--- src/design/jmip_cfg.svh ---
// Constants for the JESD204C mode decode and alignment-sequence parameter block
// Operation
// - Dual-input interleave samples at twice clock, cores out of phase, own inputs.
// - Dual-input interleave only for a single-channel mode with both inputs selected.
// - Dual-input interleave leaves digital chain and link as in single-channel.
// - Link mode select alone derives all transport parameters and channel count.
// - Interleave flag is one for single-channel modes, zero for dual-channel.
// - Bits-per-clock ratio sets serial bits per lane per device clock.
// - Bits-per-clock ratio selects serializer PLL factor or PLL bypass.
// - Frames per multiframe from register, used in 8b/10b, ignored in 64b/66b.
// - Multiblocks per extended multiblock fixed at one, used only in 64b/66b.
// - In 8b/10b every transport parameter but control bits per sample is sent in the alignment sequence.
// - In 64b/66b no alignment sequence, transport still uses same parameters.
// - Adjust count, direction, bank, control words, density, reserved sent zero.
// - Control-bits-per-sample field reported zero even when bits are carried.
// - Standard revision and subclass version fields are both one.
// - Device identifier written by host and transmitted unchanged.
// - Scrambler field follows the link control register setting.
// - Checksum is the sum of all other fields modulo 256.
// - Each lane sends its own lane identifier from the lane assignment.
// - Converter count describes lane packing, may differ from channels in use.
// - Octets, lanes, resolution, bits per sample, samples derive from mode.
// - Only mode-allowed frames-per-multiframe values may be programmed; other values are still accepted and only flagged in status.
`ifndef JMIP_CFG_SVH
`define JMIP_CFG_SVH

`define JMIP_ADDR_CTRL    12'h000
`define JMIP_ADDR_MODE    12'h004
`define JMIP_ADDR_KPARAM  12'h008
`define JMIP_ADDR_DEVID   12'h00C
`define JMIP_ADDR_INSEL   12'h010
`define JMIP_ADDR_STATUS  12'h014
`define JMIP_ADDR_XPORT   12'h018
`define JMIP_ADDR_RATE    12'h01C

`define JMIP_CTRL_LINK_EN 0
`define JMIP_CTRL_SCR_EN  1

`define JMIP_STAT_ACTIVE  0
`define JMIP_STAT_DES     1
`define JMIP_STAT_DUAL    2
`define JMIP_STAT_BADMODE 3
`define JMIP_STAT_BADK    4
`define JMIP_STAT_ENC64   5

`define JMIP_RST_MODE     6'h00
`define JMIP_RST_KFM      8'h1F
`define JMIP_RST_DID      8'h00
`define JMIP_RST_INSEL    2'h0

`define JMIP_JESDV        3'h1
`define JMIP_SUBCLASSV    3'h1
`define JMIP_EMB_E        8'h01

`endif

--- src/design/jmip_pkg.sv ---
// Types shared by the mode decode and alignment-sequence parameter block
package jmip_pkg;

    typedef struct packed {
        logic       valid;
        logic       enc64;
        logic       des;
        logic [3:0] l;
        logic [3:0] m;
        logic [3:0] f;
        logic [3:0] s;
        logic [4:0] n;
        logic [4:0] np;
        logic [1:0] cs;
        logic [5:0] r8;
        logic [5:0] kmin;
        logic [2:0] kstep_lg;
    } jmip_mode_s;

    typedef enum logic [1:0] {
        JMIP_IN_A    = 2'h0,
        JMIP_IN_B    = 2'h1,
        JMIP_IN_BOTH = 2'h2
    } jmip_insel_e;

    typedef enum logic {
        JMIP_LINK_OFF = 1'b0,
        JMIP_LINK_ON  = 1'b1
    } jmip_link_e;

endpackage

--- src/design/jmip_mode_rom.sv ---
// Link mode table: derives every transport parameter from the mode code
`timescale 1ns/1ps
`default_nettype none

module jmip_mode_rom
    import jmip_pkg::*;
#(
    parameter int MW = 6
) (
    // Mode code in, derived parameters out
    input  wire logic [MW-1:0] mode_i,
    output var  jmip_mode_s    cfg_o
);

    // Fields: des, L, M, F, S, N, N', CS, R in eighths, K min, log2 K step
    function automatic jmip_mode_s row(
        input logic       des,
        input logic [3:0] l,
        input logic [3:0] m,
        input logic [3:0] f,
        input logic [3:0] s,
        input logic [4:0] n,
        input logic [4:0] np,
        input logic [1:0] cs,
        input logic [5:0] r8,
        input logic [5:0] kmin,
        input logic [2:0] klg
    );
        row = '{1'b1, 1'b0, des, l, m, f, s, n, np, cs, r8, kmin, klg};
    endfunction

    always_comb begin
        cfg_o = '0;
        case (mode_i)
            6'h00: cfg_o = row(1'h1, 4'h4, 4'h4, 4'h8, 4'h5, 5'h0C, 5'h0C, 2'h0, 6'h20, 6'h04, 3'h1);
            6'h01: cfg_o = row(1'h1, 4'h8, 4'h8, 4'h8, 4'h5, 5'h0C, 5'h0C, 2'h0, 6'h10, 6'h04, 3'h1);
            6'h02: cfg_o = row(1'h0, 4'h4, 4'h4, 4'h8, 4'h5, 5'h0C, 5'h0C, 2'h0, 6'h20, 6'h04, 3'h1);
            6'h03: cfg_o = row(1'h0, 4'h8, 4'h8, 4'h8, 4'h5, 5'h0C, 5'h0C, 2'h0, 6'h10, 6'h04, 3'h1);
            6'h05: cfg_o = row(1'h1, 4'h4, 4'h1, 4'h1, 4'h4, 5'h08, 5'h08, 2'h0, 6'h14, 6'h20, 3'h4);
            6'h06: cfg_o = row(1'h1, 4'h8, 4'h1, 4'h1, 4'h8, 5'h08, 5'h08, 2'h0, 6'h0A, 6'h20, 3'h4);
            6'h07: cfg_o = row(1'h0, 4'h4, 4'h1, 4'h1, 4'h4, 5'h08, 5'h08, 2'h0, 6'h14, 6'h20, 3'h4);
            6'h08: cfg_o = row(1'h0, 4'h8, 4'h1, 4'h1, 4'h8, 5'h08, 5'h08, 2'h0, 6'h0A, 6'h20, 3'h4);
            6'h0A: cfg_o = row(1'h0, 4'h2, 4'h2, 4'h2, 4'h1, 5'h0F, 5'h10, 2'h1, 6'h28, 6'h10, 3'h3);
            6'h0B: cfg_o = row(1'h0, 4'h4, 4'h2, 4'h2, 4'h2, 5'h0F, 5'h10, 2'h1, 6'h14, 6'h10, 3'h3);
            6'h0C: cfg_o = row(1'h0, 4'h8, 4'h2, 4'h2, 4'h4, 5'h0F, 5'h10, 2'h1, 6'h0A, 6'h10, 3'h3);
            6'h0D: cfg_o = row(1'h0, 4'h1, 4'h2, 4'h4, 4'h1, 5'h0F, 5'h10, 2'h1, 6'h28, 6'h08, 3'h2);
            6'h0E: cfg_o = row(1'h0, 4'h2, 4'h2, 4'h2, 4'h1, 5'h0F, 5'h10, 2'h1, 6'h14, 6'h10, 3'h3);
            6'h0F: cfg_o = row(1'h0, 4'h4, 4'h2, 4'h2, 4'h2, 5'h0F, 5'h10, 2'h1, 6'h0A, 6'h10, 3'h3);
            6'h10: cfg_o = row(1'h0, 4'h8, 4'h2, 4'h2, 4'h4, 5'h0F, 5'h10, 2'h1, 6'h05, 6'h10, 3'h3);
            6'h13: cfg_o = row(1'h1, 4'h6, 4'h1, 4'h2, 4'h8, 5'h0C, 5'h0C, 2'h0, 6'h14, 6'h10, 3'h3);
            6'h14: cfg_o = row(1'h0, 4'h6, 4'h1, 4'h2, 4'h8, 5'h0C, 5'h0C, 2'h0, 6'h14, 6'h10, 3'h3);
            6'h15: cfg_o = row(1'h1, 4'h2, 4'h1, 4'h2, 4'h2, 5'h0F, 5'h10, 2'h1, 6'h28, 6'h10, 3'h3);
            6'h16: cfg_o = row(1'h1, 4'h4, 4'h1, 4'h2, 4'h4, 5'h0F, 5'h10, 2'h1, 6'h14, 6'h10, 3'h3);
            6'h17: cfg_o = row(1'h1, 4'h1, 4'h1, 4'h2, 4'h1, 5'h0F, 5'h10, 2'h1, 6'h28, 6'h10, 3'h3);
            6'h18: cfg_o = row(1'h1, 4'h2, 4'h1, 4'h2, 4'h2, 5'h0F, 5'h10, 2'h1, 6'h14, 6'h10, 3'h3);
            6'h19: cfg_o = row(1'h1, 4'h8, 4'h1, 4'h2, 4'h8, 5'h0F, 5'h10, 2'h1, 6'h0A, 6'h10, 3'h3);
            6'h1A: cfg_o = row(1'h1, 4'h4, 4'h1, 4'h2, 4'h4, 5'h0F, 5'h10, 2'h1, 6'h0A, 6'h10, 3'h3);
            6'h1B: cfg_o = row(1'h1, 4'h8, 4'h1, 4'h2, 4'h8, 5'h0F, 5'h10, 2'h1, 6'h05, 6'h10, 3'h3);
            default: cfg_o = '0;
        endcase
    end

endmodule

`default_nettype wire

--- src/design/jmip_top.sv ---
// JESD204C mode decode, link parameter hold and alignment-sequence octet source
`timescale 1ns/1ps
`default_nettype none
`include "jmip_cfg.svh"

module jmip_top
    import jmip_pkg::*;
#(
    parameter int         AW        = 12,
    parameter int         MW        = 6,
    parameter logic [5:0] BYPASS_R8 = 6'h00
) (
    // Clock and reset
    input  wire logic          CLK_I,
    input  wire logic          NRST_I,
    // APB slave
    input  wire logic          PSEL_I,
    input  wire logic          PENABLE_I,
    input  wire logic          PWRITE_I,
    input  wire logic [AW-1:0] PADDR_I,
    input  wire logic [31:0]   PWDATA_I,
    input  wire logic [3:0]    PSTRB_I,
    output logic      [31:0]   PRDATA_O,
    output logic               PREADY_O,
    output logic               PSLVERR_O,
    // Alignment-sequence octet lookup from the lane framers
    input  wire logic [3:0]    ILAS_LANE_I,
    input  wire logic [3:0]    ILAS_IDX_I,
    output logic      [7:0]    ILAS_OCTET_O,
    // Link control
    output logic               LINK_ACTIVE_O,
    output logic               ILAS_EN_O,
    output logic               ENC_64B66B_O,
    output logic               SCR_EN_O,
    output logic      [7:0]    LMFC_KFM_O,
    output logic      [7:0]    MB_PER_EMB_O,
    // Transport format
    output logic               DES_O,
    output logic      [3:0]    LANES_O,
    output logic      [3:0]    CONVS_O,
    output logic      [3:0]    OCTETS_O,
    output logic      [3:0]    SAMPLES_O,
    output logic      [4:0]    RES_O,
    output logic      [4:0]    NPRIME_O,
    output logic      [1:0]    CTRL_BITS_O,
    // Serializer PLL
    output logic      [5:0]    PLL_R8_O,
    output logic               PLL_BYPASS_O,
    // Converter cores
    output logic               ADC_A_SRC_O,
    output logic               ADC_B_SRC_O,
    output logic               ADC_B_PHASE_INV_O,
    output logic               DUAL_INTLV_O
);

    // Bus phase decode
    logic          setup_w;
    logic          access_w;
    logic          wr_w;
    logic          mapped_w;
    logic [31:0]   rd_w;
    logic          pready_q;
    logic          pslverr_q;
    logic [31:0]   prdata_q;

    // Software-written settings, not yet applied
    logic          link_en_q;
    logic          scr_q;
    logic [MW-1:0] mode_q;
    logic [7:0]    kfm_q;
    logic [7:0]    did_q;
    logic [1:0]    insel_q;

    // Settings applied at link enable
    jmip_link_e    state_q;
    logic [MW-1:0] act_mode_q;
    logic          act_scr_q;
    logic [7:0]    act_kfm_q;
    logic [7:0]    act_did_q;
    logic [1:0]    act_insel_q;

    // Derived parameters
    jmip_mode_s    rom_w;
    jmip_mode_s    xp_q;
    logic [8:0]    k_w;
    logic [8:0]    kmask_w;
    logic          k_bad_w;
    logic          sel_b_w;
    logic          sel_both_w;
    logic          active_w;
    logic [3:0]    lid_w;
    logic [7:0]    chk_w;
    logic [7:0]    octet_w;

    assign setup_w  = PSEL_I & ~PENABLE_I;
    assign access_w = PSEL_I & PENABLE_I & pready_q;
    assign wr_w     = access_w & PWRITE_I & PSTRB_I[0];

    always_comb begin
        mapped_w = 1'b1;
        rd_w     = 32'h0000_0000;
        case (PADDR_I)
            `JMIP_ADDR_CTRL: begin
                rd_w[`JMIP_CTRL_LINK_EN] = link_en_q;
                rd_w[`JMIP_CTRL_SCR_EN]  = scr_q;
            end
            `JMIP_ADDR_MODE: begin
                rd_w[MW-1:0] = mode_q;
            end
            `JMIP_ADDR_KPARAM: begin
                rd_w[7:0] = kfm_q;
            end
            `JMIP_ADDR_DEVID: begin
                rd_w[7:0] = did_q;
            end
            `JMIP_ADDR_INSEL: begin
                rd_w[1:0] = insel_q;
            end
            `JMIP_ADDR_STATUS: begin
                rd_w[`JMIP_STAT_ACTIVE]  = LINK_ACTIVE_O;
                rd_w[`JMIP_STAT_DES]     = DES_O;
                rd_w[`JMIP_STAT_DUAL]    = DUAL_INTLV_O;
                rd_w[`JMIP_STAT_BADMODE] = ~xp_q.valid;
                rd_w[`JMIP_STAT_BADK]    = k_bad_w;
                rd_w[`JMIP_STAT_ENC64]   = xp_q.enc64;
            end
            `JMIP_ADDR_XPORT: begin
                rd_w = {xp_q.cs, 1'b0, xp_q.np, 3'h0, xp_q.n,
                        xp_q.s, xp_q.f, xp_q.m, xp_q.l};
            end
            `JMIP_ADDR_RATE: begin
                rd_w[5:0] = xp_q.r8;
                rd_w[6]   = PLL_BYPASS_O;
            end
            default: begin
                mapped_w = 1'b0;
            end
        endcase
    end

    // Zero-wait slave: ready rises for the first access cycle
    always_ff @(posedge CLK_I or negedge NRST_I) begin
        if (!NRST_I) begin
            pready_q  <= 1'b0;
            pslverr_q <= 1'b0;
            prdata_q  <= 32'h0000_0000;
        end else begin
            pready_q  <= setup_w;
            pslverr_q <= setup_w & ~mapped_w;
            if (setup_w && !PWRITE_I) begin
                prdata_q <= rd_w;
            end else if (access_w) begin
                prdata_q <= 32'h0000_0000;
            end
        end
    end

    // Register writes, byte lane 0 only
    always_ff @(posedge CLK_I or negedge NRST_I) begin
        if (!NRST_I) begin
            link_en_q <= 1'b0;
            scr_q     <= 1'b0;
            mode_q    <= `JMIP_RST_MODE;
            kfm_q     <= `JMIP_RST_KFM;
            did_q     <= `JMIP_RST_DID;
            insel_q   <= `JMIP_RST_INSEL;
        end else if (wr_w) begin
            case (PADDR_I)
                `JMIP_ADDR_CTRL: begin
                    link_en_q <= PWDATA_I[`JMIP_CTRL_LINK_EN];
                    scr_q     <= PWDATA_I[`JMIP_CTRL_SCR_EN];
                end
                `JMIP_ADDR_MODE:   mode_q  <= PWDATA_I[MW-1:0];
                `JMIP_ADDR_KPARAM: kfm_q   <= PWDATA_I[7:0];
                `JMIP_ADDR_DEVID:  did_q   <= PWDATA_I[7:0];
                `JMIP_ADDR_INSEL:  insel_q <= PWDATA_I[1:0];
                default: begin
                end
            endcase
        end
    end

    // Link state
    always_ff @(posedge CLK_I or negedge NRST_I) begin
        if (!NRST_I) begin
            state_q <= JMIP_LINK_OFF;
        end else begin
            case (state_q)
                JMIP_LINK_OFF: begin
                    if (link_en_q) begin
                        state_q <= JMIP_LINK_ON;
                    end
                end
                JMIP_LINK_ON: begin
                    if (!link_en_q) begin
                        state_q <= JMIP_LINK_OFF;
                    end
                end
                default: state_q <= JMIP_LINK_OFF;
            endcase
        end
    end

    // Settings track software only while off, so the set is settled at link up
    always_ff @(posedge CLK_I or negedge NRST_I) begin
        if (!NRST_I) begin
            act_mode_q  <= `JMIP_RST_MODE;
            act_scr_q   <= 1'b0;
            act_kfm_q   <= `JMIP_RST_KFM;
            act_did_q   <= `JMIP_RST_DID;
            act_insel_q <= `JMIP_RST_INSEL;
        end else if (state_q == JMIP_LINK_OFF) begin
            act_mode_q  <= mode_q;
            act_scr_q   <= scr_q;
            act_kfm_q   <= kfm_q;
            act_did_q   <= did_q;
            act_insel_q <= insel_q;
        end
    end

    jmip_mode_rom #(
        .MW     (MW)
    ) u_rom (
        .mode_i (act_mode_q),
        .cfg_o  (rom_w)
    );

    always_ff @(posedge CLK_I or negedge NRST_I) begin
        if (!NRST_I) begin
            xp_q <= '0;
        end else begin
            xp_q <= rom_w;
        end
    end

    // Frames per multiframe must reach the minimum and fall on the step
    assign k_w     = {1'b0, act_kfm_q} + 9'h001;
    assign kmask_w = (9'h001 << xp_q.kstep_lg) - 9'h001;
    assign k_bad_w = ~xp_q.enc64 & ((k_w < {3'h0, xp_q.kmin}) | ((k_w & kmask_w) != 9'h000));

    assign sel_b_w    = (act_insel_q == JMIP_IN_B);
    assign sel_both_w = (act_insel_q == JMIP_IN_BOTH);
    assign active_w   = (state_q == JMIP_LINK_ON) & xp_q.valid;

    // Lane identifier restarts in the second link
    assign lid_w = (ILAS_LANE_I < xp_q.l) ? ILAS_LANE_I : ILAS_LANE_I - xp_q.l;

    always_comb begin
        chk_w = act_did_q + {4'h0, lid_w} + {7'h00, act_scr_q}
              + {4'h0, xp_q.l - 4'h1} + {4'h0, xp_q.f - 4'h1} + act_kfm_q
              + {4'h0, xp_q.m - 4'h1} + {3'h0, xp_q.n - 5'h01}
              + {5'h00, `JMIP_SUBCLASSV} + {3'h0, xp_q.np - 5'h01}
              + {5'h00, `JMIP_JESDV} + {4'h0, xp_q.s - 4'h1};
    end

    always_comb begin
        octet_w = 8'h00;
        case (ILAS_IDX_I)
            4'h0: octet_w = act_did_q;
            4'h1: octet_w = 8'h00;
            4'h2: octet_w = {4'h0, lid_w};
            4'h3: octet_w = {act_scr_q, 3'h0, xp_q.l - 4'h1};
            4'h4: octet_w = {4'h0, xp_q.f - 4'h1};
            4'h5: octet_w = act_kfm_q;
            4'h6: octet_w = {4'h0, xp_q.m - 4'h1};
            4'h7: octet_w = {3'h0, xp_q.n - 5'h01};
            4'h8: octet_w = {`JMIP_SUBCLASSV, xp_q.np - 5'h01};
            4'h9: octet_w = {`JMIP_JESDV, 1'b0, xp_q.s - 4'h1};
            4'hA: octet_w = 8'h00;
            4'hB: octet_w = 8'h00;
            4'hC: octet_w = 8'h00;
            4'hD: octet_w = chk_w;
            default: octet_w = 8'h00;
        endcase
    end

    // Registered link outputs and alignment-sequence octet
    always_ff @(posedge CLK_I or negedge NRST_I) begin
        if (!NRST_I) begin
            LINK_ACTIVE_O <= 1'b0;
            ILAS_EN_O     <= 1'b0;
            ENC_64B66B_O  <= 1'b0;
            SCR_EN_O      <= 1'b0;
            LMFC_KFM_O    <= 8'h00;
            MB_PER_EMB_O  <= 8'h00;
            ILAS_OCTET_O  <= 8'h00;
        end else begin
            LINK_ACTIVE_O <= active_w;
            ILAS_EN_O     <= active_w & ~xp_q.enc64;
            ENC_64B66B_O  <= xp_q.enc64;
            SCR_EN_O      <= act_scr_q;
            LMFC_KFM_O    <= xp_q.enc64 ? 8'h00 : act_kfm_q;
            MB_PER_EMB_O  <= xp_q.enc64 ? `JMIP_EMB_E : 8'h00;
            ILAS_OCTET_O  <= octet_w;
        end
    end

    // Transport format, same set in both encodings
    always_ff @(posedge CLK_I or negedge NRST_I) begin
        if (!NRST_I) begin
            DES_O       <= 1'b0;
            LANES_O     <= 4'h0;
            CONVS_O     <= 4'h0;
            OCTETS_O    <= 4'h0;
            SAMPLES_O   <= 4'h0;
            RES_O       <= 5'h00;
            NPRIME_O    <= 5'h00;
            CTRL_BITS_O <= 2'h0;
        end else begin
            DES_O       <= xp_q.des;
            LANES_O     <= xp_q.l;
            CONVS_O     <= xp_q.m;
            OCTETS_O    <= xp_q.f;
            SAMPLES_O   <= xp_q.s;
            RES_O       <= xp_q.n;
            NPRIME_O    <= xp_q.np;
            CTRL_BITS_O <= xp_q.cs;
        end
    end

    // Lane rate is device clock times R, given in eighths
    always_ff @(posedge CLK_I or negedge NRST_I) begin
        if (!NRST_I) begin
            PLL_R8_O     <= 6'h00;
            PLL_BYPASS_O <= 1'b0;
        end else begin
            PLL_R8_O     <= xp_q.r8;
            PLL_BYPASS_O <= xp_q.valid & (xp_q.r8 == BYPASS_R8);
        end
    end

    // Core input routing and sampling phase
    always_ff @(posedge CLK_I or negedge NRST_I) begin
        if (!NRST_I) begin
            ADC_A_SRC_O       <= 1'b0;
            ADC_B_SRC_O       <= 1'b1;
            ADC_B_PHASE_INV_O <= 1'b0;
            DUAL_INTLV_O      <= 1'b0;
        end else begin
            ADC_A_SRC_O       <= xp_q.des & sel_b_w;
            ADC_B_SRC_O       <= ~xp_q.des | sel_b_w | sel_both_w;
            ADC_B_PHASE_INV_O <= xp_q.des;
            DUAL_INTLV_O      <= xp_q.valid & xp_q.des & sel_both_w;
        end
    end

    assign PRDATA_O  = prdata_q;
    assign PREADY_O  = pready_q;
    assign PSLVERR_O = pslverr_q;

endmodule

`default_nettype wire

--- config.mk ---
export PLATFORM = sky130hd
export DESIGN_NAME = jmip_top
export DESIGN_NICKNAME = d
export VERILOG_FILES = /design/src/design/jmip_pkg.sv /design/src/design/jmip_mode_rom.sv /design/src/design/jmip_top.sv
export VERILOG_INCLUDE_DIRS = /design/src /design/src/design
export SDC_FILE = /design/constraint.sdc
export NUM_CORES = 1
export LEC_CHECK = 0
export ABC_AREA = 1
export BUFFER_PORTS_ARGS = -buffer_cell sky130_fd_sc_hd__buf_4
export CAP_MARGIN = 20
export CORE_MARGIN = 8
export CORE_UTILIZATION = 25
export CTS_CLUSTER_DIAMETER = 60
export DETAILED_ROUTE_END_ITERATION = 6
export PLACE_DENSITY = 0.53
export SETUP_SLACK_MARGIN = 0.2
export SYNTH_ARGS = -nofsm -noshare
export SYNTH_HDL_FRONTEND = slang
export SYNTH_SLANG_ARGS = --single-unit
--- constraint.sdc ---
create_clock -name CLK_I -period 9.2 [get_ports CLK_I]
set_input_delay 0.46 -clock CLK_I [delete_from_list [all_inputs] [get_ports CLK_I]]
set_output_delay 0.46 -clock CLK_I [all_outputs]
set_load 0.01 [all_outputs]
==> flow_summary.json, run 1 <==
{
  "status": "finished clean",
  "tritoncts": "done",
  "cts_buffers": 17,
  "synth_xor_area_frac": 0.0151,
  "nets": 1234,
  "syn-cell-area_sq_mm": 0.00869,
  "grt_use_total": 0.133,
  "synth_top_family_by_area": "simple AND/OR/NAND/NOR gates",
  "via_per_inst": 4.48,
  "io_buffer_count": 114,
  "htree_levels": 4,
  "die_width_um": 202,
  "die_h_um": 202,
  "netlist_instances": 994,
  "cts_resized": 0,
  "drv_slew": 0,
  "synth_mux_area_frac": 0.00259,
  "fin_skew_ps": 14.7,
  "finalCriticalPeriod_ps": 5510,
  "clk_pin_slew_ps": 60,
  "stdcell_count": 1570,
  "cp.required_ps": 9480,
  "rows": 68,
  "overflow": 0,
  "clockBufferDepth": 2,
  "dp_hpwl_um": 21200,
  "worst_pin_slew_ps": 1010,
  "cts_setup_buffers": 0,
  "crit_type": "reg2reg",
  "dieArea_sq_mm": 0.0410,
  "synth.yosys.seq_area_share": 0.448,
  "cp-start-kind": "flip-flop",
  "fin_ws_ps": 3690,
  "yosys_warnings": 0,
  "gp_congestion": 0.880,
  "vias": 7040,
  "synth-compound-area-share": 0.117,
  "final-setup-viol-count": 0,
  "start_util": 0.253,
  "fmax_ghz": 0.182,
  "async_reset_ff_frac": 1.00,
  "syn_area_per_cell_sq_um": 8.74,
  "numClockSinks": 155,
  "first_global_vias": 7283,
  "synth-edff-count": 0,
  "drive_above_1_share": 0.165,
  "root_buffer": "clkbuf_16",
  "endpoint_kind": "flip-flop",
  "slew_headroom": 0.328,
  "synth_flop_cell": "dfrtp_1",
  "final_common_cell": "nand2_1",
  "ir_drop_uv": 131,
  "grt_pass1_wl_um": 42500,
  "drc": 0,
  "wire_per_inst_um": 17.2,
  "post-place-ws_ps": 3460,
  "synthSimpleGateAreaFrac": 0.177,
  "core_area_sq_mm": 0.0344,
  "ant_nets": 0,
  "drt_iter0_drc": 552,
  "wirelength_um": 27000,
  "numPlacedInstances": 1537,
  "rsz0062_at_grt": "no",
  "io_pins": 163,
  "synthAdderAreaFrac": 0.128,
  "antenna_found_initial": 0,
  "grt_max_degree": 99,
  "hold_slack_ps": 127,
  "utilization": 0.304,
  "fin_setup_tns_ps": 0,
  "final_cell_mix": "nand2_1 (197), inv_1 (172), dfrtp_1 (144)",
  "synth-seq-cells": 155,
  "power_density_mw_per_mm2": 138,
  "rrSetupSlack_ps": 3690,
  "yosys.cell_types.count": 46,
  "hp-class": "in2async",
  "hold_viol": 0,
  "drt_pass1_iterations": 5,
  "crit_fanout": 8,
  "insertion_delay_ps": 430,
  "total_leakage_power_nw": 5.19,
  "max_cap_violations": 0,
  "areaGrowthSynthToFinish_pct": 20.1,
  "hold_buffers": 0,
  "period_share": 0.598,
  "arrival_ps": 5790
}
## Yosys cell counts (all sizes together) (2+ instances only)
cell type  number  area share
fa             28       0.065
a21boi          2      0.0017
inv           175       0.076
a31oi           3      0.0022
o211ai          4      0.0035
ha             44       0.063
and2            2      0.0014
nor3           18       0.015
nor2           75       0.035
xnor2           6      0.0060
nor4            3      0.0022
nand3          42       0.027
mux2            2      0.0026
or2             6      0.0043
nand2         199       0.087
o22ai          14       0.010
dfstp          11       0.033
a211oi          6      0.0052
buf            39       0.031
a221oi          7      0.0071
a32o           13       0.015
o31ai           2      0.0017
dfrtp         144        0.41
clkbuf         10      0.0043
o21ai          85       0.049
nand4           7      0.0050
xor2            9      0.0091
clkinv          3      0.0013
a21oi          27       0.016
## critical path: stages, from the launching register on
cell	delay, ps
dfrtp_1	370
inv_1	160
fa_1	460
nand3_1	100
nand2_1	170
o21ai_0	360
fa_1	510
fa_1	520
fa_1	550
inv_1	50
fa_1	460
ha_1	240
fa_1	400
or2_2	310
nand3_1	130
o211ai_1	110
a211oi_1	260
nand3_1	170
## worst paths after layout
check                           cells past startpoint              end       from
max in group asynchronous                           2         did_q[2]     NRST_I
worst max register to register                     17  ILAS_OCTET_O[3]   xp_q[40]
worst max-delay path                               17  ILAS_OCTET_O[3]   xp_q[40]
min in group CLK_I                                  2         PREADY_O  PENABLE_I
worst min-delay path                                1     SAMPLES_O[0]     NRST_I
worst min register to register                      0       LANES_O[3]   xp_q[42]
## kinds of logic (layout without fill, tap and decap cells)
group	after synthesis	count (layout)
simple gates	353	353
buf+inv	227	327
compound gates	169	169
flops	155	155
fa+ha+maj	72	72
xor+xnor	15	15
mux	2	2
other cells	1	22
## report_power, final
group / switching, W / internal, W
combinational: 0.0000766 / 0.0000420
clock: 0.000286 / 0.000352
sequential: 0.00000115 / 0.000685
## cell type report
cell class	count	area (sq um)
Multi-Input combinational cell	632	3900
Clock inverter	10	70.1
Fill cell	3668	23900
Clock buffer	22	454
Tap cell	455	569
Inverter	178	668
Timing Repair Buffer	117	882
Sequential cell	155	3890
Antenna cell	1	2.50
## flip-flops by register name, indices dropped and copies added (netlist names), 6 cells and up
name	count
act_kfm_q	8
PLL_R8_O	6
PRDATA_O	21
did_q	8
ILAS_OCTET_O	8
LMFC_KFM_O	8
kfm_q	8
mode_q	6
act_did_q	8
xp_q	30
act_mode_q	6
## layer usage
| metal | track usage | part of all wire | wire (um) |
|---|---|---|---|
| met1 | 0.179 | 0.46 | 12400 |
| met2 | 0.206 | 0.45 | 12100 |
| met3 | 0.0357 | 0.072 | 1930 |
| met4 | 0.0422 | 0.021 | 562 |
| met5 | 0 | 0 | 0 |
## per-stage QoR
step | power, W | area (sq um)
2_1_floorplan | 0.000771 | 8760
3_3_place_gp | 0.000818 | 9910
3_5_place_dp | 0.000819 | 9910
4_1_cts | 0.00146 | 10400
5_1_grt | 0.00151 | 10400
6_report | 0.00144 | 10400
Note: power is estimated with default switching activity, not from simulation.
==> inputs of run 2 (changes only) <==
--- a/config.mk
+++ b/config.mk
@@ -13,7 +13,7 @@
 export CORE_UTILIZATION = 25
 export CTS_CLUSTER_DIAMETER = 60
 export DETAILED_ROUTE_END_ITERATION = 6
-export PLACE_DENSITY = 0.53
+export PLACE_DENSITY = 0.55
 export SETUP_SLACK_MARGIN = 0.2
 export SYNTH_ARGS = -nofsm -noshare
 export SYNTH_HDL_FRONTEND = slang
==> constraint.sdc (replaced) <==
create_clock -name CLK_I -period 4.8 [get_ports CLK_I]
set_input_delay 0.24 -clock CLK_I [delete_from_list [all_inputs] [get_ports CLK_I]]
set_output_delay 0.24 -clock CLK_I [all_outputs]
set_load 0.01 [all_outputs]
==> run 2 against run 1 <==
Compared with the run above:
- global-route usage up 0.45 points
- combinational power is 130% higher
- routed wire length rose by 3.2%
- count of clock-buffer cells in the layout fell by 2
- final cell count increased by 1.8%
- non-clock buffer count rose by 29
- die area did not move
- hold slack got worse by 85 ps
- utilization up 1.2 points
- critical path depth rose by 1
- largest power group unchanged
- highest routed layer unchanged
==> flow_summary.json, run 2 (synthesis results as in run 1) <==
{
  "htree_levels": 4,
  "crit_cells": 18,
  "cts_buffers": 17,
  "final_common_cell": "nand2_1",
  "stdcell_count": 1598,
  "critPathLaunch": "xp_q[39]",
  "io_pins": 163,
  "worst-path-buf-inv": 3,
  "io_buffer_count": 114,
  "overflow": 0,
  "ff2ff_path_depth": 18,
  "max_cap_violations": 0,
  "insertion_delay_ps": 430,
  "crit_path_end": "ILAS_OCTET_O[3]",
  "wire_per_inst_um": 17.4,
  "antenna_found_initial": 0,
  "slew_headroom": 0.407,
  "drt_pass1_iterations": 6,
  "crit_fanout": 8,
  "root_buffer": "clkbuf_16",
  "gp_congestion": 0.921,
  "drv_slew": 0,
  "finalCriticalPeriod_ps": 4750,
  "hp-class": "in2reg",
  "period_share": 0.989,
  "rsz0062_at_grt": "yes",
  "drc": 0,
  "drive_above_1_share": 0.213,
  "slowest_delay_ps": 530,
  "crit_type": "reg2reg",
  "rr_startpoint": "xp_q[39]",
  "ant_nets": 0,
  "die_h_um": 202,
  "critical-path-top-delay-family": "adder cells",
  "fin_skew_ps": 15.7,
  "numPlacedInstances": 1562,
  "die_width_um": 202,
  "first_global_vias": 7430,
  "arrival_ps": 5040,
  "numClockSinks": 155,
  "crit_chain": "ha_2 > inv_2 > fa_2 > nand3_2 > nand2_4 > mux2_4 > fa_1 > inv_1 > fa_1 > fa_1 > fa_1 > inv_2 > fa_2 > or2_4 > nand3_2 > o211ai_1 > a211oi_1 > nand3_1",
  "total_leakage_power_nw": 5.37,
  "slowest_stage": "fa_1",
  "clockBufferDepth": 2,
  "via_per_inst": 4.44,
  "nFillCells": 3678,
  "fmax_ghz": 0.211,
  "dp_hpwl_um": 21900,
  "wirelength_um": 27800,
  "core_area_sq_mm": 0.0344,
  "cp.required_ps": 5090,
  "crit_top_cell": "fa_1",
  "dieArea_sq_mm": 0.0410,
  "status": "finished clean",
  "seqCellArea_sq_mm": 0.00389,
  "tritoncts": "done",
  "endpoint_kind": "flip-flop",
  "final-setup-viol-count": 0,
  "max_flop_register": "xp_q",
  "hold_viol": 0,
  "r2r-end": "ILAS_OCTET_O[3]",
  "grt_pass1_wl_um": 43600,
  "areaGrowthSynthToFinish_pct": 24.8,
  "grt_use_total": 0.138,
  "rows": 68,
  "ir_drop_uv": 223,
  "rrSetupSlack_ps": 50,
  "largest_register_ffs": 30,
  "fin_ws_ps": 53.2,
  "grt_max_degree": 96,
  "start_util": 0.253,
  "clk_pin_slew_ps": 60,
  "power_density_mw_per_mm2": 268,
  "post-place-ws_ps": -158,
  "final_cell_mix": "nand2_1 (195), inv_1 (166), dfrtp_1 (144)",
  "hold_slack_ps": 41.9,
  "drt_iter0_drc": 545,
  "worst_pin_slew_ps": 890,
  "vias": 7097,
  "multiInputGateArea_sq_mm": 0.00404,
  "cp-start-kind": "flip-flop",
  "antenna_cells": 0,
  "nets": 1263
}
-- run 2: cell type report --
| class | count | area share |
|---|---|---|
| Multi-Input combinational cell | 632 | 0.372 |
| Sequential cell | 155 | 0.359 |
| Timing Repair Buffer | 146 | 0.102 |
| Inverter | 178 | 0.0616 |
| Tap cell | 455 | 0.0525 |
| Clock buffer | 20 | 0.0421 |
| Clock inverter | 12 | 0.0105 |
-- run 2: power by group --
part           internal [W]  switching [W]
Sequential          0.00131     0.00000251
Clock              0.000747       0.000576
Combinational      0.000108       0.000162
-- run 2: worst min-delay path by stage --
stage | startpoint | end | slack, ps | depth (start not counted)
2_1_floorplan | NRST_I | ADC_A_SRC_O | -60 | 0
3_3_place_gp | NRST_I | SAMPLES_O[0] | 390 | 1
3_5_place_dp | NRST_I | SAMPLES_O[0] | 390 | 1
4_1_cts | PSEL_I | PREADY_O | 30 | 3
5_1_grt | PSEL_I | PREADY_O | 30 | 3
6_report | PSEL_I | PREADY_O | 40 | 3
-- run 2: what timing repair did --
action,CTS,global route
pin swaps,17,5
hold buffers,2,0
endpoints found under the setup margin,6,6
endpoints found under the hold margin,84,0
setup buffers,0,2
gates resized for setup,13,13
-- run 2: worst min-delay path, stage by stage --
cell,delay [ps]
buf_4,110
inv_1,40
nor2_1,40
-- run 2: routing by layer --
layer / track usage / vias up / share of wire
met5: 0 / - / 0
met1: 0.187 / 3402 / 0.47
met2: 0.213 / 235 / 0.45
li1: - / 3420 / -
met4: 0.0420 / 0 / 0.025
met3: 0.0351 / 40 / 0.057
-- run 2: stage by stage --
step | instance area [sq um] | total power, W | TNS, ps | utilization
4_1_cts | 10800 | 0.00292 | 0 | 0.314
3_5_place_dp | 10100 | 0.00158 | -455 | 0.295
5_1_grt | 10800 | 0.00302 | -579 | 0.316
2_1_floorplan | 8810 | 0.00148 | 0 | -
3_3_place_gp | 10100 | 0.00158 | -247 | 0.295
6_report | 10800 | 0.00291 | 0 | 0.316
